$ cat src/include/fwg_pkg.sv
// Package with geometry, register map, command and result codes
package fwg_pkg;
    // Array geometry
    localparam int ADDR_W = 26;
    localparam int SECT_W = 10;
    localparam int NUM_SECT = 1024;
    localparam int SECT_LSB = 16;
    localparam int SUB_LSB = 12;
    localparam int PAGE_LSB = 8;
    localparam int DIE_BIT = 25;
    localparam int OTP_W = 6;
    localparam logic [3:0] BP_ALL = 4'hb;
    localparam logic [7:0] ERASED_BYTE = 8'hff;
    // Register byte offsets
    localparam logic [7:0] OFF_STATUS = 8'h00;
    localparam logic [7:0] OFF_ADDR = 8'h04;
    localparam logic [7:0] OFF_DATA = 8'h08;
    localparam logic [7:0] OFF_CMD = 8'h0c;
    localparam logic [7:0] OFF_RESULT = 8'h10;
    localparam logic [7:0] OFF_LOCK = 8'h14;
    // Field positions
    localparam int ST_TB = 4;
    localparam int ST_WEL = 5;
    localparam int ST_LDN = 6;
    localparam int ST_RDY = 7;
    localparam int ST_WP = 8;
    localparam int CMD_CNT_LSB = 4;
    localparam int CMD_CNT_W = 12;
    localparam int LK_LOCK = 0;
    localparam int LK_DOWN = 1;
    // Power-on inhibit time
    localparam int POR_TIME_NS = 1000;
    localparam int CLK_PERIOD_NS = 4;
    localparam int POR_CYCLES = (POR_TIME_NS + CLK_PERIOD_NS - 1)
        / CLK_PERIOD_NS;
    // Commands
    typedef enum logic [3:0] {
        OP_NOP = 4'h0,
        OP_WREN = 4'h1,
        OP_WRDI = 4'h2,
        OP_WRSR = 4'h3,
        OP_WRLR = 4'h4,
        OP_PROG = 4'h5,
        OP_SUB_ERASE = 4'h6,
        OP_SECT_ERASE = 4'h7,
        OP_DIE_ERASE = 4'h8,
        OP_OTP_PROG = 4'h9
    } fwg_op_t;
    // Results
    typedef enum logic [2:0] {
        RES_OK = 3'h0,
        RES_POR = 3'h1,
        RES_COUNT = 3'h2,
        RES_NO_WEL = 3'h3,
        RES_PROT = 3'h4,
        RES_LOCKDOWN = 3'h5,
        RES_BAD_OP = 3'h6,
        RES_WP = 3'h7
    } fwg_res_t;
endpackage

$ cat src/verilog/fwg_guard.sv
// Write guard for a stacked serial NOR array, with APB register access
//
// Summary of operation
// - Program only clears bits; each page programs on its own.
// - Erase sets bits; subsector, sector or die only, never a page.
// - Erased region reads all ones afterwards.
// - 1024 sectors, 16384 subsectors, 262144 pages from address bits.
// - Two dies; die erase covers one die only.
// - 64-byte OTP area kept apart from main array addresses.
// - Modifying commands need a clock count that is a multiple of eight.
// - Modifying commands need the write enable latch set beforehand.
// - Reset and power-on timer inhibit every modification.
// - Set sector lock bit blocks program and erase of that sector.
// - Lock-down freezes sector lock state until reset.
// - Lock bits change only by lock write, refused under lock-down.
// - Bottom-flag clear: codes 1..10 protect top 2^(code-1) sectors.
// - Bottom-flag set: codes 1..10 protect lowest 2^(code-1) sectors.
// - Sectors outside the protect range stay modifiable.
// - Write-protect pin low locks the protect-range setting.
`timescale 1ns/10ps
module fwg_guard #(
    parameter int POR_CYCLES = fwg_pkg::POR_CYCLES
) (
    // Clock and reset
    input wire logic clock,
    input wire logic nrst,
    // APB slave
    input wire logic psel,
    input wire logic penable,
    input wire logic pwrite,
    input wire logic [7:0] paddr,
    input wire logic [31:0] pwdata,
    output logic [31:0] prdata,
    output logic pready,
    output logic pslverr,
    // Write protect pin
    input wire logic wp_n,
    // Array byte currently at the program target
    input wire logic [7:0] cur_byte,
    // Granted array operation
    output logic op_valid,
    output logic [3:0] op_kind,
    output logic op_otp,
    output logic [25:0] op_start,
    output logic [25:0] op_end,
    output logic [7:0] op_byte
);
    localparam int AW = fwg_pkg::ADDR_W;
    localparam int SW = fwg_pkg::SECT_W;

    logic wp_s1_reg;
    logic wp_s2_reg;
    logic [15:0] por_cnt_reg;
    logic por_done_reg;
    logic [3:0] bp_reg;
    logic tb_reg;
    logic wel_reg;
    logic lockdown_reg;
    logic [fwg_pkg::NUM_SECT-1:0] lock_reg;
    logic [SW-1:0] lock_cnt0_reg;
    logic [SW-1:0] lock_cnt1_reg;
    logic [AW-1:0] addr_reg;
    logic [7:0] data_reg;
    logic [2:0] res_reg;
    logic res_done_reg;

    // Bus phases
    logic acc;
    logic wr;
    logic setup;
    assign acc = psel & penable & pready;
    assign wr = acc & pwrite;
    assign setup = psel & ~penable;

    // Write-protect pin synchroniser
    always_ff @(posedge clock or negedge nrst) begin
        if (!nrst) begin
            wp_s1_reg <= 1'b1;
            wp_s2_reg <= 1'b1;
        end else begin
            wp_s1_reg <= wp_n;
            wp_s2_reg <= wp_s1_reg;
        end
    end

    // Power-on inhibit timer
    always_ff @(posedge clock or negedge nrst) begin
        if (!nrst) begin
            por_cnt_reg <= 16'h0000;
            por_done_reg <= 1'b0;
        end else if (!por_done_reg) begin
            por_cnt_reg <= por_cnt_reg + 16'h0001;
            if (por_cnt_reg >= 16'(POR_CYCLES - 1)) begin
                por_done_reg <= 1'b1;
            end
        end
    end

    // Protect-range test for one sector
    function automatic logic bp_hit(input logic [3:0] code,
                                    input logic tb,
                                    input logic [SW-1:0] sect);
        logic [SW:0] n;
        logic [SW:0] s;
        n = 11'h000;
        s = {1'b0, sect};
        bp_hit = 1'b0;
        if (code >= fwg_pkg::BP_ALL) begin
            bp_hit = 1'b1;
        end else if (code != 4'h0) begin
            n = 11'h001 << (code - 4'h1);
            if (tb) begin
                bp_hit = s < n;
            end else begin
                bp_hit = s >= (11'(fwg_pkg::NUM_SECT) - n);
            end
        end
    endfunction

    // Decode of the command register write
    fwg_pkg::fwg_op_t op;
    logic [fwg_pkg::CMD_CNT_W-1:0] cnt;
    logic [SW-1:0] sect;
    logic die;
    logic cmd_wr;
    logic modifying;
    logic sect_prot;
    logic die_prot;
    logic [2:0] res;
    assign op = fwg_pkg::fwg_op_t'(pwdata[3:0]);
    assign cnt = pwdata[fwg_pkg::CMD_CNT_LSB +: fwg_pkg::CMD_CNT_W];
    assign sect = addr_reg[AW-1:fwg_pkg::SECT_LSB];
    assign die = addr_reg[fwg_pkg::DIE_BIT];
    assign cmd_wr = wr && (paddr == fwg_pkg::OFF_CMD);
    assign modifying = (op != fwg_pkg::OP_WREN) && (op != fwg_pkg::OP_NOP)
        && (op != fwg_pkg::OP_WRDI);
    assign sect_prot = bp_hit(bp_reg, tb_reg, sect)
        | lock_reg[sect];
    // Range of codes 1..10 lies in die 1 when top, die 0 when bottom
    assign die_prot = ((bp_reg >= fwg_pkg::BP_ALL)
        || ((bp_reg != 4'h0) && (die == ~tb_reg))
        || (die ? (lock_cnt1_reg != '0) : (lock_cnt0_reg != '0)));

    always_comb begin
        res = fwg_pkg::RES_OK;
        if (!por_done_reg && (modifying || op == fwg_pkg::OP_WREN)) begin
            res = fwg_pkg::RES_POR;
        end else if (modifying && cnt[2:0] != 3'h0) begin
            res = fwg_pkg::RES_COUNT;
        end else if (op > fwg_pkg::OP_OTP_PROG) begin
            res = fwg_pkg::RES_BAD_OP;
        end else if (modifying && !wel_reg) begin
            res = fwg_pkg::RES_NO_WEL;
        end else if (op == fwg_pkg::OP_WRSR && !wp_s2_reg) begin
            res = fwg_pkg::RES_WP;
        end else if (op == fwg_pkg::OP_WRLR && lockdown_reg) begin
            res = fwg_pkg::RES_LOCKDOWN;
        end else if ((op == fwg_pkg::OP_PROG
                || op == fwg_pkg::OP_SUB_ERASE
                || op == fwg_pkg::OP_SECT_ERASE) && sect_prot) begin
            res = fwg_pkg::RES_PROT;
        end else if (op == fwg_pkg::OP_DIE_ERASE && die_prot) begin
            res = fwg_pkg::RES_PROT;
        end
    end

    logic go;
    assign go = cmd_wr && (res == fwg_pkg::RES_OK);

    // Address and data holding registers
    always_ff @(posedge clock or negedge nrst) begin
        if (!nrst) begin
            addr_reg <= '0;
            data_reg <= 8'h00;
        end else begin
            if (wr && paddr == fwg_pkg::OFF_ADDR) begin
                addr_reg <= pwdata[AW-1:0];
            end
            if (wr && paddr == fwg_pkg::OFF_DATA) begin
                data_reg <= pwdata[7:0];
            end
        end
    end

    // Write enable latch
    always_ff @(posedge clock or negedge nrst) begin
        if (!nrst) begin
            wel_reg <= 1'b0;
        end else if (cmd_wr && res != fwg_pkg::RES_COUNT
                && res != fwg_pkg::RES_POR) begin
            if (op == fwg_pkg::OP_WREN) begin
                wel_reg <= 1'b1;
            end else if (modifying || op == fwg_pkg::OP_WRDI) begin
                wel_reg <= 1'b0;
            end
        end
    end

    // Protect-range setting
    always_ff @(posedge clock or negedge nrst) begin
        if (!nrst) begin
            bp_reg <= 4'h0;
            tb_reg <= 1'b0;
        end else if (go && op == fwg_pkg::OP_WRSR) begin
            bp_reg <= data_reg[3:0];
            tb_reg <= data_reg[fwg_pkg::ST_TB];
        end
    end

    // Sector lock bits, lock-down and per-die lock counts
    logic lk_upd;
    logic lk_new;
    assign lk_upd = go && op == fwg_pkg::OP_WRLR;
    assign lk_new = data_reg[fwg_pkg::LK_LOCK];

    always_ff @(posedge clock or negedge nrst) begin
        if (!nrst) begin
            lock_reg <= '0;
            lockdown_reg <= 1'b0;
            lock_cnt0_reg <= '0;
            lock_cnt1_reg <= '0;
        end else if (lk_upd) begin
            lock_reg[sect] <= lk_new;
            if (data_reg[fwg_pkg::LK_DOWN]) begin
                lockdown_reg <= 1'b1;
            end
            if (lk_new != lock_reg[sect]) begin
                if (die) begin
                    lock_cnt1_reg <= lk_new ? lock_cnt1_reg + 1'b1
                        : lock_cnt1_reg - 1'b1;
                end else begin
                    lock_cnt0_reg <= lk_new ? lock_cnt0_reg + 1'b1
                        : lock_cnt0_reg - 1'b1;
                end
            end
        end
    end

    // Command result
    always_ff @(posedge clock or negedge nrst) begin
        if (!nrst) begin
            res_reg <= fwg_pkg::RES_OK;
            res_done_reg <= 1'b0;
        end else if (cmd_wr) begin
            res_reg <= res;
            res_done_reg <= 1'b1;
        end
    end

    // Granted array operation, one cycle pulse
    logic [AW-1:0] lo;
    logic [AW-1:0] hi;
    always_comb begin
        lo = addr_reg;
        hi = addr_reg;
        case (op)
            fwg_pkg::OP_PROG: begin
                // one page, independent of its neighbours
                lo = {addr_reg[AW-1:fwg_pkg::PAGE_LSB],
                    {fwg_pkg::PAGE_LSB{1'b0}}};
                hi = {addr_reg[AW-1:fwg_pkg::PAGE_LSB],
                    {fwg_pkg::PAGE_LSB{1'b1}}};
            end
            fwg_pkg::OP_SUB_ERASE: begin
                lo = {addr_reg[AW-1:fwg_pkg::SUB_LSB],
                    {fwg_pkg::SUB_LSB{1'b0}}};
                hi = {addr_reg[AW-1:fwg_pkg::SUB_LSB],
                    {fwg_pkg::SUB_LSB{1'b1}}};
            end
            fwg_pkg::OP_SECT_ERASE: begin
                lo = {sect, {fwg_pkg::SECT_LSB{1'b0}}};
                hi = {sect, {fwg_pkg::SECT_LSB{1'b1}}};
            end
            fwg_pkg::OP_DIE_ERASE: begin
                lo = {die, {(AW-1){1'b0}}};
                hi = {die, {(AW-1){1'b1}}};
            end
            fwg_pkg::OP_OTP_PROG: begin
                lo = {{(AW-fwg_pkg::OTP_W){1'b0}},
                    addr_reg[fwg_pkg::OTP_W-1:0]};
                hi = lo;
            end
            default: begin
                lo = addr_reg;
                hi = addr_reg;
            end
        endcase
    end

    logic is_prog;
    assign is_prog = (op == fwg_pkg::OP_PROG) || (op == fwg_pkg::OP_OTP_PROG);

    always_ff @(posedge clock or negedge nrst) begin
        if (!nrst) begin
            op_valid <= 1'b0;
            op_kind <= 4'h0;
            op_otp <= 1'b0;
            op_start <= '0;
            op_end <= '0;
            op_byte <= fwg_pkg::ERASED_BYTE;
        end else begin
            op_valid <= go && op >= fwg_pkg::OP_PROG;
            if (go && op >= fwg_pkg::OP_PROG) begin
                op_kind <= op;
                op_otp <= op == fwg_pkg::OP_OTP_PROG;
                op_start <= lo;
                op_end <= hi;
                // Program can only pull bits low; erase fills with ones
                op_byte <= is_prog ? (cur_byte & data_reg)
                    : fwg_pkg::ERASED_BYTE;
            end
        end
    end

    // APB answer: zero wait states, data prepared in the setup cycle
    logic [31:0] rd;
    logic hit;
    always_comb begin
        rd = 32'h0000_0000;
        hit = 1'b1;
        if (paddr == fwg_pkg::OFF_STATUS) begin
            rd[3:0] = bp_reg;
            rd[fwg_pkg::ST_TB] = tb_reg;
            rd[fwg_pkg::ST_WEL] = wel_reg;
            rd[fwg_pkg::ST_LDN] = lockdown_reg;
            rd[fwg_pkg::ST_RDY] = por_done_reg;
            rd[fwg_pkg::ST_WP] = wp_s2_reg;
        end else if (paddr == fwg_pkg::OFF_ADDR) begin
            rd[AW-1:0] = addr_reg;
        end else if (paddr == fwg_pkg::OFF_DATA) begin
            rd[7:0] = data_reg;
        end else if (paddr == fwg_pkg::OFF_CMD) begin
            rd = 32'h0000_0000;
        end else if (paddr == fwg_pkg::OFF_RESULT) begin
            rd[2:0] = res_reg;
            rd[3] = res_done_reg;
        end else if (paddr == fwg_pkg::OFF_LOCK) begin
            rd[fwg_pkg::LK_LOCK] = lock_reg[sect];
            rd[fwg_pkg::LK_DOWN] = lockdown_reg;
        end else begin
            hit = 1'b0;
        end
    end

    always_ff @(posedge clock or negedge nrst) begin
        if (!nrst) begin
            pready <= 1'b0;
            pslverr <= 1'b0;
            prdata <= 32'h0000_0000;
        end else begin
            pready <= setup;
            pslverr <= setup & ~hit;
            if (setup && !pwrite) begin
                prdata <= rd;
            end
        end
    end
endmodule

$ cat config.mk
export PLATFORM = sky130hd
export DESIGN_NAME = fwg_guard
export DESIGN_NICKNAME = d
export VERILOG_FILES = /design/src/include/fwg_pkg.sv /design/src/verilog/fwg_guard.sv
export SDC_FILE = /design/constraint.sdc
export NUM_CORES = 2
export LEC_CHECK = 0
export BUFFER_PORTS_ARGS = -buffer_cell sky130_fd_sc_hd__buf_2
export CAP_MARGIN = 0
export CORE_MARGIN = 5
export CORE_UTILIZATION = 68
export DETAILED_ROUTE_END_ITERATION = 10
export PLACE_DENSITY = 0.86
export SLEW_MARGIN = 0
export SYNTH_ARGS = -nofsm -noshare
export SYNTH_HDL_FRONTEND = slang
export SYNTH_SLANG_ARGS = --single-unit
$ cat constraint.sdc
create_clock -name clock -period 10.6 [get_ports clock]
set_input_delay 2.12 -clock clock [delete_from_list [all_inputs] [get_ports clock]]
set_output_delay 2.12 -clock clock [all_outputs]
set_load 0.05 [all_outputs]
Yosys cells after proc, flatten, opt, wreduce, memory -nomap -nowiden

Index checks and enable logic that the tools add are counted.

Register bits after elaboration: 1208
Input bits: 54
Output and inout port bits: 100
Logic and storage cells: 155

Add/subtract/negate cells: 7
Order comparisons: 8
Equal/unequal tests: 20
Shift-type cells: 1
Muxes and demuxes: 40
Bitwise gates (word level): 11
Reductions and logical operators: 44

Operator list:

| kind                                                                           | count |
|---|---|
| 1024-bit bitwise mux                                                           | 1 |
| 26-bit one-hot mux with 5 select lines                                         | 2 |
| 26-bit 2-to-1 mux                                                              | 1 |
| 3-bit 2-to-1 mux                                                               | 8 |
| 1-bit logical AND                                                              | 21 |
| 10-bit by 1-bit adder with 10-bit output, second input constant                | 2 |
| 10-bit 2-to-1 mux                                                              | 2 |
| 10-bit nonzero test                                                            | 2 |
| 10-bit by 1-bit subtractor with 10-bit output, second input constant           | 2 |
| 17-bit 2-to-1 mux                                                              | 1 |
| 16-bit by 1-bit adder with 16-bit output, second input constant                | 1 |
| 4-bit by 3-bit equality test with 1-bit output, second input constant          | 4 |
| 8-bit by 4-bit equality test with 1-bit output, second input constant          | 2 |
| 8-bit by 5-bit equality test with 1-bit output, second input constant          | 2 |
| 16-bit by 8-bit >= comparator with 1-bit output, second input constant         | 1 |
| 1-bit 2-to-1 mux                                                               | 16 |
| 8-bit 2-to-1 mux                                                               | 2 |
| 10-bit by 11-bit >= comparator with 1-bit output                               | 1 |
| 10-bit by 11-bit less-than comparator with 1-bit output                        | 1 |
| 10-bit by 11-bit less-than comparator with 1-bit output, second input constant | 1 |
| 1-bit by 4-bit << shifter with 11-bit output, first input constant             | 1 |
| 11-bit subtractor, first input constant                                        | 1 |
| 1-bit binary-select mux with 10-bit select                                     | 1 |
| 1-bit demux with 10-bit select                                                 | 1 |
| other kinds (31)                                                               | 54 |

Depth between registers and ports, before layout

Word-level depth: 20
Depth in mapped cells: 19
Depth with buffers taken out: 16

Least setup slack after synthesis

OpenSTA, ideal clock, no wires.

Kind: input -> register
Start point: input paddr[7]
End point: register lock_cnt0_reg[1]
Library setup time: 0.125 ns
Arrival: 4.767 ns
Data required time: 10.475 ns
Path slack: 5.708 ns
Stages on the path: 11
Path buffers: 2
Path through: or4_1 > or2_1 > buf_2 > nor3_4 > and3_1 > buf_2 > nand3_2 > nor3_1 > nand2_1 > mux2i_4 > mux2_4

Longest elaborated chain between the ends: 5

Ends and longest elaborated chain:

| element                                        | RTL line         | RTL |
|---|---|---|
| from (decl)                                    | fwg_guard.sv:31  | `input wire logic [7:0] paddr,` |
| 8-bit by 4-bit equality test with 1-bit output | fwg_guard.sv:134 | `assign cmd_wr = wr && (paddr == fwg_pkg::OFF_CMD);` |
| 1-bit logical AND                              | fwg_guard.sv:134 |  |
| 1-bit logical AND                              | fwg_guard.sv:168 | `assign go = cmd_wr && (res == fwg_pkg::RES_OK);` |
| 1-bit logical AND                              | fwg_guard.sv:213 | `assign lk_upd = go && op == fwg_pkg::OP_WRLR;` |
| 3-bit AND reduction (no line)                  | n/a              |  |
| to (signal assigned)                           | fwg_guard.sv:232 | `lock_cnt0_reg <= lk_new ? lock_cnt0_reg + 1'b1` |
| to (decl)                                      | fwg_guard.sv:60  | `logic [SW-1:0] lock_cnt0_reg;` |

No other way between the ends.
A chain may end at the register's enable or synchronous reset.

Worst setup path in the final report

Start point: register addr_reg[20]
End point: register op_end[18]

Longest elaborated chain between the ends: 16
Elaborated cells on any way between the ends: 19
Classes of those cells: order compare (2); mux (12); bitwise (1); reduce/logical (4)

Ends and longest elaborated chain:

| element                                                                            | RTL line         | RTL |
|---|---|---|
| from (decl)                                                                        | fwg_guard.sv:62  | `logic [AW-1:0] addr_reg;` |
| from (signal assigned)                                                             | fwg_guard.sv:177 | `addr_reg <= pwdata[AW-1:0];` |
| branches (longest 4 deep; another with 1-bit binary-select mux with 10-bit select) | n/a              |  |
| 1-bit OR (*)                                                                       | fwg_guard.sv:138 | `\| lock_reg[sect];` |
| 1-bit logical AND (*)                                                              | fwg_guard.sv:160 | `\|\| op == fwg_pkg::OP_SECT_ERASE) && sect_prot) begin` |
| 3-bit 2-to-1 mux (*)                                                               | fwg_guard.sv:158 | `end else if ((op == fwg_pkg::OP_PROG` |
| 3-bit 2-to-1 mux (*)                                                               | fwg_guard.sv:156 | `end else if (op == fwg_pkg::OP_WRLR && lockdown_reg) begin` |
| 3-bit 2-to-1 mux (*)                                                               | fwg_guard.sv:154 | `end else if (op == fwg_pkg::OP_WRSR && !wp_s2_reg) begin` |
| 3-bit 2-to-1 mux (*)                                                               | fwg_guard.sv:152 | `end else if (modifying && !wel_reg) begin` |
| 3-bit 2-to-1 mux (*)                                                               | fwg_guard.sv:150 | `end else if (op > fwg_pkg::OP_OTP_PROG) begin` |
| 3-bit 2-to-1 mux (*)                                                               | fwg_guard.sv:148 | `end else if (modifying && cnt[2:0] != 3'h0) begin` |
| 3-bit 2-to-1 mux (*)                                                               | fwg_guard.sv:146 | `if (!por_done_reg && (modifying \|\| op == fwg_pkg::OP_WREN)) begin` |
| 3-bit logical NOT (*)                                                              | fwg_guard.sv:168 |  |
| 1-bit logical AND (*)                                                              | fwg_guard.sv:168 |  |
| 1-bit logical AND (*)                                                              | fwg_guard.sv:303 | `if (go && op >= fwg_pkg::OP_PROG) begin` |
| to (signal assigned)                                                               | fwg_guard.sv:307 | `op_end <= hi;` |
| to (decl)                                                                          | fwg_guard.sv:45  | `output logic [25:0] op_end,` |

Every way passes the cells marked *. The select of a mux whose other input is x is not followed.

==> impl_metrics.csv <==
group,metric,value,unit
outcome,status,"completed",
logic_synthesis,ys_async_sr_fraction,1.00,
clock_network,postCtsHoldBufs,0,
sta,relSlewSlack,0.132,
place,place_hpwl,87.3,mm
clock_network,cts_htree_levels,3,
setup_path,worst_ep_arrival_time,6.71,ns
logic_synthesis,yosys_warnings,0,
final_layout,fill_cells,5595,
die,dieArea,0.0927,mm2
final_layout,fin_nets,5526,
die,fp.dieH,304,um
grt,grt_max_degree,224,
grt,grt_pass1_vias,46500,
routing,ant_nets,0,
place,place_congestion,0.842,
clock_network,clk_path_buf_depth,3,
setup_path,critPathRequiredTime,11.17,ns
routing,routed_wl,164,mm
die,die_width,304,um
clock_network,cts_resized,0,
die,coreArea,0.0863,mm2
sta,tightest_slew,1.30,ns
setup_path,r2r_end,"op_end[18]",
clock_network,clkSinkCount,1201,
sta,finalWorstPathRequiredPeriod,6.15,ns
logic_synthesis,ys_seq_area_frac,0.510,
sta,fin_skew,0.0216,ns
die,start_util,0.683,
power_and_ir_drop,p_leak,25.4,nW
sta,finalSetupTns,0,ns
setup_path,reg2reg_from,"addr_reg[20]",
power_and_ir_drop,ir_worst_vdd,148,uV
routing,wl_per_cell,24.6,um
sta,setup_viol,0,
logic_synthesis,synthDistinctLibCells,68,
grt,gr-total-overflow,0,
hold_path,hp-class,"reg2reg",
hold_path,worstHoldStart,"wp_s1_reg",
grt,grt_pass1_wl,260,mm
grt,antenna_found_initial,1,
clock_network,insertion_delay,0.70,ns
setup_path,regToRegSetupSlack,4.45,ns
clock_network,numCtsBuffers,119,
die,rows,108,
routing,via_count,47800,
power_and_ir_drop,total_power,0.00917,W
die,pin_count,154,
hold_path,whs_path_depth,0,
logic_synthesis,syn_area_per_cell,10.5,um2
logic_synthesis,synthFlopType,"dfrtp_1",
setup_path,critPathLaunchType,"flip-flop",
sta,grt_setup_unrepaired,"no",
routing,vias_per_cell,7.15,
setup_path,path_class,"reg2reg",
sta,finalMaxSlewViolations,0,
clock_network,cts_tree,"built",
final_layout,drive_gt1_frac,0.0957,
job,maxCapViolations,0,
logic_synthesis,syn_inst,5624,
final_layout,syn2layout_area_growth,7.82,%
routing,dr.pass1.iters,6,
setup_path,r2r_cells,12,
sta,hold_violations,0,
place,portBuffers,141,
setup_path,crit_fanout,62,
sta,fmax,163,MHz
clock_network,clk_pin_slew,0.07,ns
logic_synthesis,syn_area,0.0590,mm2
clock_network,post_cts_buffers,0,
sta,layout_worst_path_cycle_share,0.580,
grt,track_usage,0.344,
power_and_ir_drop,p_per_area,144,mW/mm2
final_layout,largest_register_ffs,1024,
clock_network,root_buffer,"clkbuf_16",
routing,drc,0,
routing,drt_iter0_drc,6722,
logic_synthesis,ys_ff_latch,1201,
setup_path,endpoint_kind,"flip-flop",
logic_synthesis,synth_edf_count,0,
hold_path,hold_path_end,"wp_s2_reg",
final cells by class:
type                            count  area [um2]  share of cell area
Antenna cell                        2        5.00           0.0000787
Clock inverter                     36         510             0.00803
Tap cell                         1155        1450              0.0227
Clock buffer                      182        3580              0.0563
Multi-Input combinational cell   3848       26300               0.414
Timing Repair Buffer              228        1510              0.0237
Sequential cell                  1201       30100               0.473
Inverter                           34         135             0.00213
cells in the mapped netlist, drive strengths merged, types with 9 or more instances:
cell     number  share of area
dfstp        10         0.0045
o22ai       201          0.021
and3         15         0.0016
nor2b        22         0.0023
nand3        13         0.0012
a31oi        20         0.0021
xnor2        22         0.0033
nand2       309          0.020
o21ai      1059          0.090
a22o         19         0.0028
ha           38         0.0081
o31ai      1030           0.13
nor3         22         0.0021
mux2i       534          0.091
o22a         24         0.0036
nor4         66         0.0073
nand4        12         0.0014
clkbuf      302          0.019
inv          34         0.0022
o2111ai      29         0.0043
xor2         13         0.0019
nand2b       24         0.0025
dfrtp      1191           0.51
mux2        102          0.020
a21oi        40         0.0034
a21o          9         0.0011
and2         15         0.0016
buf         244          0.026
nor2        131         0.0083
layer usage:
layer,vias to the layer above,share of wire,GRT usage
met1,23500,0.38,0.465
li1,21100,-,-
met3,642,0.11,0.0696
met5,-,0,0
met2,2614,0.45,0.534
met4,0,0.061,0.179
critical path, cell delays in order, from the launching register on:
cell and delay, ns:
dfrtp_1 1.13, or4b_2 0.74, buf_4 0.60, o22ai_1 0.22, nor4_1 0.48, o2111ai_1 0.35, nand4_1 0.34, nand2_1 0.14
nor4_4 0.29, buf_4 0.29, a41o_2 0.22, buf_4 0.69, mux2_1 0.42
where the power goes:
part           leakage, nW  internal (W)  total (W)  switching, W
Sequential            16.7       0.00459    0.00459    0.00000225
Combinational         6.69     0.0000254   0.000168      0.000142
Clock                 2.01       0.00261    0.00441       0.00180
per-stage QoR:
stage                     hold slack [ns]  instances   util  setup slack, ns  instance area (um2)
after floorplan                     0.345       5629      -             5.71                59000
after global placement              0.347       6466  0.689             4.40                59500
after detailed placement            0.351       6466  0.689             4.28                59500
after CTS                           0.360       6684  0.736             4.70                63600
after global routing                0.359       6684  0.736             4.49                63600
final                               0.361       6686  0.736             4.45                63600
placed cells by master (no fill, tap or decap), types with 24 or more instances in the layout:
cell       count
a21oi_1       40
buf_2        140
buf_4         76
clkbuf_1      31
clkbuf_16    123
clkbuf_8      28
dfrtp_1     1190
ha_1          38
inv_1         33
mux2_1        44
mux2_2        50
mux2i_1      533
nand2_1      308
nand2b_1      24
nor2_1       128
nor4_1        64
o2111ai_1     29
o21ai_0     1058
o22a_1        24
o22ai_1      201
o31ai_1     1029
how the worst max path moves through the flow:
stage,startpoint,endpoint,cells past startpoint
3_3_place_gp,paddr[7],lock_reg[507],11
2_1_floorplan,paddr[7],lock_cnt0_reg[1],11
4_1_cts,addr_reg[20],op_end[18],12
5_1_grt,addr_reg[20],op_end[18],12
6_report,addr_reg[20],op_end[18],12
3_5_place_dp,paddr[7],lock_reg[511],11
kinds of logic (layout without fill, tap and decap cells):
| kind of cell | after synthesis | in the layout | synth area share |
|---|---|---|---|
| and+or+nand+nor | 671 | 671 | 0.0542 |
| DFF | 1201 | 1201 | 0.510 |
| AOI/OAI and AO/OA | 2460 | 2460 | 0.264 |
| adders and majority gates | 40 | 40 | 0.00874 |
| muxes | 636 | 636 | 0.111 |
| xor gates and xnor gates | 35 | 35 | 0.00520 |
| other | 1 | 8 | 0.0000636 |
| buffers and inverters | 580 | 480 | 0.0470 |
(Power assumes the default switching activity.)
